### config.mk
export PLATFORM = sky130hd
export DESIGN_NAME = csmc_top
export DESIGN_NICKNAME = d
export VERILOG_FILES = /design/src/csmc_pkg.sv /design/src/csmc_tick.sv /design/src/csmc_down.sv /design/src/csmc_top.sv
export SDC_FILE = /design/constraint.sdc
export NUM_CORES = 1
export LEC_CHECK = 0
export BUFFER_PORTS_ARGS = -buffer_cell sky130_fd_sc_hd__buf_2
export CAP_MARGIN = 20
export CORE_MARGIN = 3
export CORE_UTILIZATION = 47
export DETAILED_ROUTE_END_ITERATION = 10
export PLACE_DENSITY = 0.74
export SYNTH_ARGS = -nofsm -noshare
export SYNTH_HDL_FRONTEND = slang
export SYNTH_HIERARCHICAL = 1
export SYNTH_SLANG_ARGS = --single-unit
### constraint.sdc
create_clock -name core_clk -period 5.6 [get_ports core_clk]
set_input_delay 0.56 -clock core_clk [delete_from_list [all_inputs] [get_ports core_clk]]
set_output_delay 0.56 -clock core_clk [all_outputs]
set_load 0.02 [all_outputs]
### src/csmc_pkg.sv
// Constants, states and carriers of the CPU suspend modulation controller
// Operation
// - Memory window base sits in status_block_base bits 31:8
// - Low byte of status_block_base is read-only and reports window size
// - Suspend command write with full-suspend bit clear starts suspend
// - Unmasked IRQ or SMI ends a software suspend
// - Full-suspend bit set: suspend, then raise low-voltage output on ack
// - On resume wait programmed PLL delay before dropping suspend request
// - Enabled IRQ pins and SMI-enabled GPIOs resume stopped clocks
// - With 32 kHz clock running, internal SMI events also resume
// - Any write to software SMI register raises SMI
// - Modulation alternately asserts and deasserts suspend request
// - Activity (IRQ, port 061h, SMI, video) pauses modulation for a time
// - Video activity comes from processor serial link, decoded to speedups
// - Video activity: VGA regs, VGA buffer, accel regs, graphics buffer
// - Bus master grants leave modulation settings and counters unchanged
// - ON and OFF durations are 8-bit counts of 32 us intervals
// - Modulation runs only while its feature enable bit is one
// - SMI select one: SMI stops modulation until re-enabled; else timed
package csmc_pkg;
  localparam logic [7:0] IDX_PM_EN = 8'h80;
  localparam logic [7:0] IDX_IRQ_SPD = 8'h8c;
  localparam logic [7:0] IDX_VID_SPD = 8'h8d;
  localparam logic [7:0] IDX_GPIO_SMI = 8'h92;
  localparam logic [7:0] IDX_OFF_CNT = 8'h94;
  localparam logic [7:0] IDX_ON_CNT = 8'h95;
  localparam logic [7:0] IDX_CPU_SUSPEND_REQUEST_CFG = 8'h96;
  localparam logic [7:0] IDX_CPU_SUSPEND_REQUEST_CMD = 8'hae;
  localparam logic [7:0] IDX_CLK_STOP = 8'hbc;
  localparam logic [7:0] IDX_SW_SMI = 8'hd0;
  localparam logic [7:0] IDX_F1_BASE = 8'h10;
  localparam logic [7:0] OFF_SPD_DIS = 8'h08;
  localparam logic [3:0] OFF_TIMER_TOP = 4'hf;
  localparam logic [7:0] WIN_SIZE_CODE = 8'h00;
  localparam logic [7:0] BYTE_RST = 8'h00;
  localparam logic [23:0] BASE_RST = 24'h000000;
  localparam int PM_GLOBAL = 0;
  localparam int PM_IRQ_SPD = 3;
  localparam int PM_VID_SPD = 4;
  localparam int SC_MOD_EN = 0;
  localparam int SC_SMI_SEL = 1;
  localparam int CS_FULL = 0;
  localparam int CS_DLY_LSB = 4;
  localparam int CLK_PERIOD_PS = 10000;
  localparam int TICK_US = 32;
  localparam int TICK_CYC = (TICK_US * 1000000 + CLK_PERIOD_PS - 1)
    / CLK_PERIOD_PS;
  localparam int MS_CYC = 1000000000 / CLK_PERIOD_PS;

  typedef enum logic [4:0] {
    CSMC_RUN = 5'b00001,
    CSMC_SW_CPU_SUSPEND_REQUEST = 5'b00010,
    CSMC_FULL_ACK = 5'b00100,
    CSMC_FULL_CPU_SUSPEND_REQUEST = 5'b01000,
    CSMC_PLL_WAIT = 5'b10000
  } csmc_state_t;

  typedef struct packed {
    logic vga_reg;
    logic vga_fb;
    logic accel_ctl;
    logic gfx_fb;
  } csmc_video_t;

  typedef struct packed {
    logic external_irq_a;
    logic external_irq_b;
    logic [2:0] gpio;
  } csmc_wake_t;
endpackage : csmc_pkg

### src/csmc_tick.sv
// Free-running interval tick generator
`timescale 1ns/1ps
module csmc_tick #(
  parameter int DIV = 3200
) (
  input wire logic core_clk,
  input wire logic rst,
  output logic tick
);
  logic [31:0] cnt_r;

  always_ff @(posedge core_clk) begin
    if (rst || cnt_r == 32'(DIV - 1)) begin
      cnt_r <= 32'h0;
    end else begin
      cnt_r <= cnt_r + 32'h1;
    end
  end

  always_ff @(posedge core_clk) begin
    tick <= !rst && cnt_r == 32'(DIV - 1);
  end
endmodule : csmc_tick

### src/csmc_down.sv
// Loadable down counter stepped by an interval tick
`timescale 1ns/1ps
module csmc_down #(
  parameter int W = 8
) (
  input wire logic core_clk,
  input wire logic rst,
  input wire logic load,
  input wire logic [W-1:0] load_val,
  input wire logic tick,
  output logic busy
);
  logic [W-1:0] cnt_r;

  // Load wins over a tick in the same cycle
  always_ff @(posedge core_clk) begin
    if (rst) begin
      cnt_r <= '0;
    end else if (load) begin
      cnt_r <= load_val;
    end else if (tick && cnt_r != '0) begin
      cnt_r <= cnt_r - W'(1);
    end
  end

  assign busy = cnt_r != '0;
endmodule : csmc_down

### src/csmc_top.sv
// CPU suspend, full suspend and suspend modulation controller
`timescale 1ns/1ps
module csmc_top #(
  parameter int MS_DIV = csmc_pkg::MS_CYC
) (
  input wire logic core_clk,
  input wire logic rst,
  input wire logic cfg_wr,
  input wire logic cfg_rd,
  input wire logic cfg_func,
  input wire logic [7:0] cfg_index,
  input wire logic [31:0] cfg_wdata,
  output logic [31:0] cfg_rdata,
  output logic cfg_ack,
  input wire logic mem_rd,
  input wire logic mem_wr,
  input wire logic [31:0] mem_addr,
  output logic mem_hit,
  output logic [31:0] mem_rdata,
  output logic mem_ack,
  input wire logic intr_unmasked,
  input wire logic port61_access,
  input wire logic smi_event,
  input wire logic clk32_running,
  input wire csmc_pkg::csmc_video_t processor_serial_link,
  input wire csmc_pkg::csmc_wake_t wake_pins,
  input wire logic [1:0] ext_irq_wake_en,
  input wire logic cpu_suspend_acknowledge_n,
  output logic cpu_suspend_request_n,
  output logic low_voltage_suspend_out,
  output logic smi_out
);
  csmc_pkg::csmc_state_t state_r;
  logic [7:0] pm_en_r, irq_spd_r, vid_spd_r, gpio_smi_r;
  logic [7:0] off_cnt_r, on_cnt_r, cpu_suspend_request_cfg_r, clk_stop_r;
  logic [23:0] base_r;
  logic [31:0] timer_r;
  logic smi_dis_r, phase_on_r, mod_run_q, pll_arm_r;
  logic tick_32us, tick_ms;
  logic f0_wr, cmd_wr, swsmi_wr, smi_any, feat_en, mod_run, resume;
  logic video_ev, irq_load, vid_load, irq_busy, vid_busy, spd_busy;
  logic mod_load, mod_busy, phase_nxt, pll_load, pll_busy, spd_rd;
  logic [7:0] mod_val;
  logic [31:0] f0_rdata;

  ////////////////////////////////////////////////////////////////////////
  // Register writes

  assign f0_wr = cfg_wr && !cfg_func;
  assign cmd_wr = f0_wr && cfg_index == csmc_pkg::IDX_CPU_SUSPEND_REQUEST_CMD;
  assign swsmi_wr = f0_wr && cfg_index == csmc_pkg::IDX_SW_SMI;

  always_ff @(posedge core_clk) begin
    if (rst) begin
      pm_en_r <= csmc_pkg::BYTE_RST;
      irq_spd_r <= csmc_pkg::BYTE_RST;
      vid_spd_r <= csmc_pkg::BYTE_RST;
      gpio_smi_r <= csmc_pkg::BYTE_RST;
      off_cnt_r <= csmc_pkg::BYTE_RST;
      on_cnt_r <= csmc_pkg::BYTE_RST;
      cpu_suspend_request_cfg_r <= csmc_pkg::BYTE_RST;
      clk_stop_r <= csmc_pkg::BYTE_RST;
    end else if (f0_wr) begin
      unique case (cfg_index)
        csmc_pkg::IDX_PM_EN: pm_en_r <= cfg_wdata[7:0];
        csmc_pkg::IDX_IRQ_SPD: irq_spd_r <= cfg_wdata[7:0];
        csmc_pkg::IDX_VID_SPD: vid_spd_r <= cfg_wdata[7:0];
        csmc_pkg::IDX_GPIO_SMI: gpio_smi_r <= cfg_wdata[7:0];
        csmc_pkg::IDX_OFF_CNT: off_cnt_r <= cfg_wdata[7:0];
        csmc_pkg::IDX_ON_CNT: on_cnt_r <= cfg_wdata[7:0];
        csmc_pkg::IDX_CPU_SUSPEND_REQUEST_CFG: cpu_suspend_request_cfg_r <= {5'h00, cfg_wdata[2:0]};
        csmc_pkg::IDX_CLK_STOP: clk_stop_r <= cfg_wdata[7:0];
        default: ;
      endcase
    end
  end

  // Low byte is fixed so software can size the window
  always_ff @(posedge core_clk) begin
    if (rst) begin
      base_r <= csmc_pkg::BASE_RST;
    end else if (cfg_wr && cfg_func && cfg_index == csmc_pkg::IDX_F1_BASE)
    begin
      base_r <= cfg_wdata[31:8];
    end
  end

  always_ff @(posedge core_clk) begin
    smi_out <= !rst && smi_any;
  end

  ////////////////////////////////////////////////////////////////////////
  // Configuration reads; write-only registers read as zero

  always_comb begin
    f0_rdata = 32'h0;
    unique case (cfg_index)
      csmc_pkg::IDX_PM_EN: f0_rdata[7:0] = pm_en_r;
      csmc_pkg::IDX_IRQ_SPD: f0_rdata[7:0] = irq_spd_r;
      csmc_pkg::IDX_VID_SPD: f0_rdata[7:0] = vid_spd_r;
      csmc_pkg::IDX_GPIO_SMI: f0_rdata[7:0] = gpio_smi_r;
      csmc_pkg::IDX_OFF_CNT: f0_rdata[7:0] = off_cnt_r;
      csmc_pkg::IDX_ON_CNT: f0_rdata[7:0] = on_cnt_r;
      csmc_pkg::IDX_CPU_SUSPEND_REQUEST_CFG: f0_rdata[7:0] = cpu_suspend_request_cfg_r;
      csmc_pkg::IDX_CLK_STOP: f0_rdata[7:0] = clk_stop_r;
      default: ;
    endcase
  end

  always_ff @(posedge core_clk) begin
    if (rst) begin
      cfg_rdata <= 32'h0;
      cfg_ack <= 1'b0;
    end else begin
      cfg_ack <= cfg_rd || cfg_wr;
      if (cfg_rd && cfg_func) begin
        cfg_rdata <= cfg_index == csmc_pkg::IDX_F1_BASE
          ? {base_r, csmc_pkg::WIN_SIZE_CODE} : 32'h0;
      end else if (cfg_rd) begin
        cfg_rdata <= f0_rdata;
      end
    end
  end

  ////////////////////////////////////////////////////////////////////////
  // Memory window: speedup re-enable and power management timer

  assign mem_hit = (mem_rd || mem_wr) && mem_addr[31:8] == base_r;
  assign spd_rd = mem_rd && mem_hit && mem_addr[7:0] == csmc_pkg::OFF_SPD_DIS;

  always_ff @(posedge core_clk) begin
    if (rst) begin
      timer_r <= 32'h0;
    end else begin
      timer_r <= timer_r + 32'h1;
    end
  end

  always_ff @(posedge core_clk) begin
    if (rst) begin
      mem_rdata <= 32'h0;
      mem_ack <= 1'b0;
    end else begin
      mem_ack <= mem_hit;
      if (mem_rd && mem_hit) begin
        mem_rdata <= mem_addr[7:4] == csmc_pkg::OFF_TIMER_TOP
          ? timer_r : 32'h0;
      end
    end
  end

  ////////////////////////////////////////////////////////////////////////
  // Activity speedups

  csmc_tick #(.DIV(csmc_pkg::TICK_CYC)) u_tick32 (
    .core_clk(core_clk), .rst(rst), .tick(tick_32us));
  csmc_tick #(.DIV(MS_DIV)) u_tickms (
    .core_clk(core_clk), .rst(rst), .tick(tick_ms));

  assign feat_en = pm_en_r[csmc_pkg::PM_GLOBAL]
    && cpu_suspend_request_cfg_r[csmc_pkg::SC_MOD_EN];
  assign smi_any = smi_event || swsmi_wr;
  assign video_ev = |processor_serial_link;
  assign irq_load = feat_en && pm_en_r[csmc_pkg::PM_IRQ_SPD]
    && (intr_unmasked || port61_access
    || (smi_any && !cpu_suspend_request_cfg_r[csmc_pkg::SC_SMI_SEL]));
  assign vid_load = feat_en && pm_en_r[csmc_pkg::PM_VID_SPD]
    && video_ev;

  csmc_down #(.W(8)) u_irq_spd (
    .core_clk(core_clk), .rst(rst), .load(irq_load),
    .load_val(irq_spd_r), .tick(tick_ms), .busy(irq_busy));
  csmc_down #(.W(8)) u_vid_spd (
    .core_clk(core_clk), .rst(rst), .load(vid_load),
    .load_val(vid_spd_r), .tick(tick_ms), .busy(vid_busy));
  assign spd_busy = irq_busy || vid_busy;

  // A new SMI in the cycle of the re-enable read keeps modulation off
  always_ff @(posedge core_clk) begin
    if (rst) begin
      smi_dis_r <= 1'b0;
    end else if (smi_any && feat_en && cpu_suspend_request_cfg_r[csmc_pkg::SC_SMI_SEL])
    begin
      smi_dis_r <= 1'b1;
    end else if (spd_rd && feat_en) begin
      smi_dis_r <= 1'b0;
    end
  end

  ////////////////////////////////////////////////////////////////////////
  // Modulation phases; acknowledge is ignored so bus master grants
  // neither stall nor reset the counters

  assign mod_run = feat_en && !smi_dis_r && !spd_busy
    && state_r == csmc_pkg::CSMC_RUN;
  assign mod_load = mod_run && (!mod_run_q || !mod_busy);
  assign phase_nxt = !mod_run_q || !phase_on_r;
  assign mod_val = phase_nxt ? on_cnt_r : off_cnt_r;

  csmc_down #(.W(8)) u_mod (
    .core_clk(core_clk), .rst(rst), .load(mod_load),
    .load_val(mod_val), .tick(tick_32us && mod_run), .busy(mod_busy));

  always_ff @(posedge core_clk) begin
    if (rst) begin
      mod_run_q <= 1'b0;
      phase_on_r <= 1'b0;
    end else begin
      mod_run_q <= mod_run;
      if (mod_load) begin
        phase_on_r <= phase_nxt;
      end
    end
  end

  ////////////////////////////////////////////////////////////////////////
  // Software and full suspend sequencing

  assign resume = (wake_pins.external_irq_a && ext_irq_wake_en[0])
    || (wake_pins.external_irq_b && ext_irq_wake_en[1])
    || |(wake_pins.gpio & gpio_smi_r[2:0])
    || (clk32_running && smi_event);
  assign pll_load = state_r == csmc_pkg::CSMC_FULL_CPU_SUSPEND_REQUEST && resume;

  csmc_down #(.W(4)) u_pll (
    .core_clk(core_clk), .rst(rst), .load(pll_load),
    .load_val(clk_stop_r[csmc_pkg::CS_DLY_LSB +: 4]), .tick(tick_ms),
    .busy(pll_busy));

  always_ff @(posedge core_clk) begin
    if (rst) begin
      state_r <= csmc_pkg::CSMC_RUN;
    end else begin
      unique case (state_r)
        csmc_pkg::CSMC_RUN: begin
          if (cmd_wr) begin
            state_r <= clk_stop_r[csmc_pkg::CS_FULL]
              ? csmc_pkg::CSMC_FULL_ACK
              : csmc_pkg::CSMC_SW_CPU_SUSPEND_REQUEST;
          end
        end
        csmc_pkg::CSMC_SW_CPU_SUSPEND_REQUEST: begin
          if (intr_unmasked || smi_any) begin
            state_r <= csmc_pkg::CSMC_RUN;
          end
        end
        csmc_pkg::CSMC_FULL_ACK: begin
          if (!cpu_suspend_acknowledge_n) begin
            state_r <= csmc_pkg::CSMC_FULL_CPU_SUSPEND_REQUEST;
          end
        end
        csmc_pkg::CSMC_FULL_CPU_SUSPEND_REQUEST: begin
          if (resume) begin
            state_r <= csmc_pkg::CSMC_PLL_WAIT;
          end
        end
        csmc_pkg::CSMC_PLL_WAIT: begin
          if (!pll_arm_r && !pll_busy) begin
            state_r <= csmc_pkg::CSMC_RUN;
          end
        end
        default: state_r <= csmc_pkg::CSMC_RUN;
      endcase
    end
  end

  always_ff @(posedge core_clk) begin
    pll_arm_r <= !rst && pll_load;
  end

  // Registered so the pin never glitches between phases
  always_ff @(posedge core_clk) begin
    if (rst) begin
      cpu_suspend_request_n <= 1'b1;
      low_voltage_suspend_out <= 1'b0;
    end else begin
      cpu_suspend_request_n <= !(
        state_r != csmc_pkg::CSMC_RUN && !(
        state_r == csmc_pkg::CSMC_PLL_WAIT && !pll_arm_r && !pll_busy)
        || (mod_run && phase_on_r && !mod_load));
      low_voltage_suspend_out <= state_r == csmc_pkg::CSMC_FULL_CPU_SUSPEND_REQUEST
        && !resume;
    end
  end
endmodule : csmc_top

==> flow_summary.yaml <==
clocking:
  cts_root_buf: "clkbuf_16"
  clkLatencyLatePin_ps: 550
  htree_levels: 1
  cts_tree: "built"
  clk_pin_slew_ps: 60
  clockBufferDepth: 3
  post_cts_buffers: 0
  cts_hold_buf: 0
  numCtsBuffers: 30
  cts.sink_count: 287
  cts-resized-gates: 0
synthesis:
  ys_warn_count: 6
  ys_seq_elements: 287
  synth_area_leaders: "dfxtp_1, nand2_1, nor2_1, mux2i_1, xor2_1"
  avgSynthCellArea_sq_um: 8.59
  synth_area_sq_um: 13400
  ys.flop_type: "dfxtp_1"
  synthArstFlopShare_pct: 0
  synth_edf_count: 0
  ys_seq_area_share_pct: 42.9
  synthCells: 1559
  synth_top_area_cell: "dfxtp_1"
  synth.distinct_cells: 77
  yosys.area.top_type_share_pct: 42.9
  synth.net_count: 1661
route:
  routed_wl_um: 35200
  postRouteAntennaNets: 0
  via_per_inst: 5.72
  vias: 11900
  dr.first_iter.drc_count: 880
  drt_first_pass_iters: 5
  wire_per_inst_um: 16.9
  drc: 0
power_and_ir_drop:
  p_leak_nw: 5.72
  peakVddDrop_uv: 255
  cellPowerDensity_nw_per_um2: 281
cells_and_area:
  syn_to_final_growth_pct: 15.6
  final_common_cell: "dfxtp_1"
  multi_input_area_sq_um: 7140
  drive_gt1_share_pct: 16.1
  register_area_sq_um: 5750
  fin_nets: 1786
  fin_util_pct: 55.4
  fill_cells: 2598
  layout.cells.most_common_list: "dfxtp_1, nand2_1, nor2_1"
die:
  die_h_um: 175
  die_w_um: 175
  design.core.area_sq_um: 27900
  start_util_pct: 47.9
  dieArea_sq_um: 30500
  io_pins: 165
  rows: 61
timing:
  tightest_slew_ps: 1060
  final-hold-violation-count: 0
  rsz0062_at_grt: "no"
  timing.final.crit_share_pct: 74.5
  slew_headroom_pct: 29.3
  fmax_mhz: 240
  min_period_ps: 4170
  slew_viol_final: 0
  tns_ps: 0
  fin_skew_ps: 7.43
  setup_viol: 0
run_status:
  outcome: "finished clean"
grt:
  grt_pass1_wl_um: 56700
  grt_use_total_pct: 22.0
  grt-ovfl-total: 0
  grt_max_degree: 90
  antenna_found_initial: 2
  grt_pass1_vias: 11300
worst_setup_path:
  slowest_stage: "nor4b_1"
  reg2reg_from: "u_vid_spd/cnt_r[0]"
  r2r-end: "u_mod/cnt_r[7]"
  cp-end-kind: "flop"
  reg2reg_depth: 10
  startpoint_type: "flop"
  cp_max_fo: 6
  max_stage_delay_ps: 810
  cp.required_ps: 6050
  worst-endpoint-arrival_ps: 4630
  r2r_slack_ps: 1430
  path_cells: "inv_1 > ha_1 > nor4b_1 > nand2_1 > or3_1 > nor4_2 > and2_1 > or4b_1 > or4_1 > a311oi_1"
  path_class: "reg -> reg"
min_path:
  hold-path-endpoint: "base_r[6]"
  whs_path_depth: 3
  hold_path_class: "in -> reg"
  hold_path.startpoint: "cfg_wdata[14]"
placed_design:
  routabilityCongestion: 0.876
  hpwl_um: 24600
  port_buffers: 164
job:
  cap_viol_max_count: 0
## flip-flops by register name (all words and copies together), names as in the netlist, 24 cells and up
signal          flops
u_tick32/cnt_r     32
mem_rdata          32
timer_r            32
u_tickms/cnt_r     32
cfg_rdata          32
base_r             24
## how the worst max path moves through the flow
stage / from / end
finish: u_vid_spd/cnt_r[0] / u_mod/cnt_r[7]
detailed placement: u_vid_spd/cnt_r[0] / u_mod/cnt_r[7]
CTS: u_vid_spd/cnt_r[0] / u_mod/cnt_r[7]
global placement: u_vid_spd/cnt_r[0] / u_mod/cnt_r[7]
floorplan: u_vid_spd/cnt_r[0] / u_mod/cnt_r[7]
global route: u_vid_spd/cnt_r[0] / u_mod/cnt_r[7]
## where the power goes
part / switching, mW / internal [mW] / leakage (nW)
registers: 0.0168 / 2.06 / 2.31
clock network: 0.841 / 1.24 / 0.500
logic: 0.122 / 0.0694 / 2.91
## critical path: cells and delay by family, from the launching register on
kind                     cells  cell delay, ps
buffers and inverters        1              90
flip-flops                   1             340
AND/OR/NAND/NOR              7            3190
adder cells (fa/ha/maj)      1             200
AO/OA/AOI/OAI                1             260
## cell usage after synthesis (13+ instances only)
cell        n
o21ai_0    22
inv_1      36
nor2b_1    13
nor4_1     23
o31ai_1    14
nand2_1   208
mux2i_1    63
dfxtp_1   287
nand2b_1   39
nor3_1     30
or4_1      19
or3_1      20
nand3_1    75
xor2_1     54
nand4_1    36
a21oi_1    87
clkbuf_1   56
buf_2      16
xnor2_1    34
nor2_1    176
a22oi_1    41
## metal layers
layer	vias to the layer above	part of all wire [%]	track usage, %
met2	367	48	37.0
met1	5644	43	28.6
met5	-	0.031	0
met4	2	3.8	8.24
met3	90	5.1	3.24
li1	5828	-	-
## cells by family after synthesis
| group | share of synthesized area [%] |
|---|---|
| simple gates | 28.7 |
| xor+xnor | 5.76 |
| compound gates | 12.8 |
| mux | 5.38 |
| buf+inv | 3.77 |
| flops | 42.9 |
| fa+ha+maj | 0.654 |
## through the flow
step,hold WS [ps],cells,power [mW],cell area [sq um],setup slack (ps)
2_1_floorplan,432,1559,2.23,13400,2250
3_3_place_gp,437,2029,2.30,14400,1690
3_5_place_dp,445,2030,2.31,14400,1550
4_1_cts,234,2085,4.38,15500,1520
5_1_grt,249,2086,4.47,15500,1160
6_report,254,2086,4.34,15500,1430
## area by class of cell
cell class | count | area share, %
flip-flops and latches | 287 | 37.1
repair buffers | 174 | 5.96
well taps | 378 | 3.06
multi-input cells | 1154 | 46.2
diodes | 1 | 0.0162
clock buffers | 36 | 5.33
inverters | 37 | 0.898
clock inverters | 19 | 1.43
Note: power is estimated with default switching activity, not from simulation.
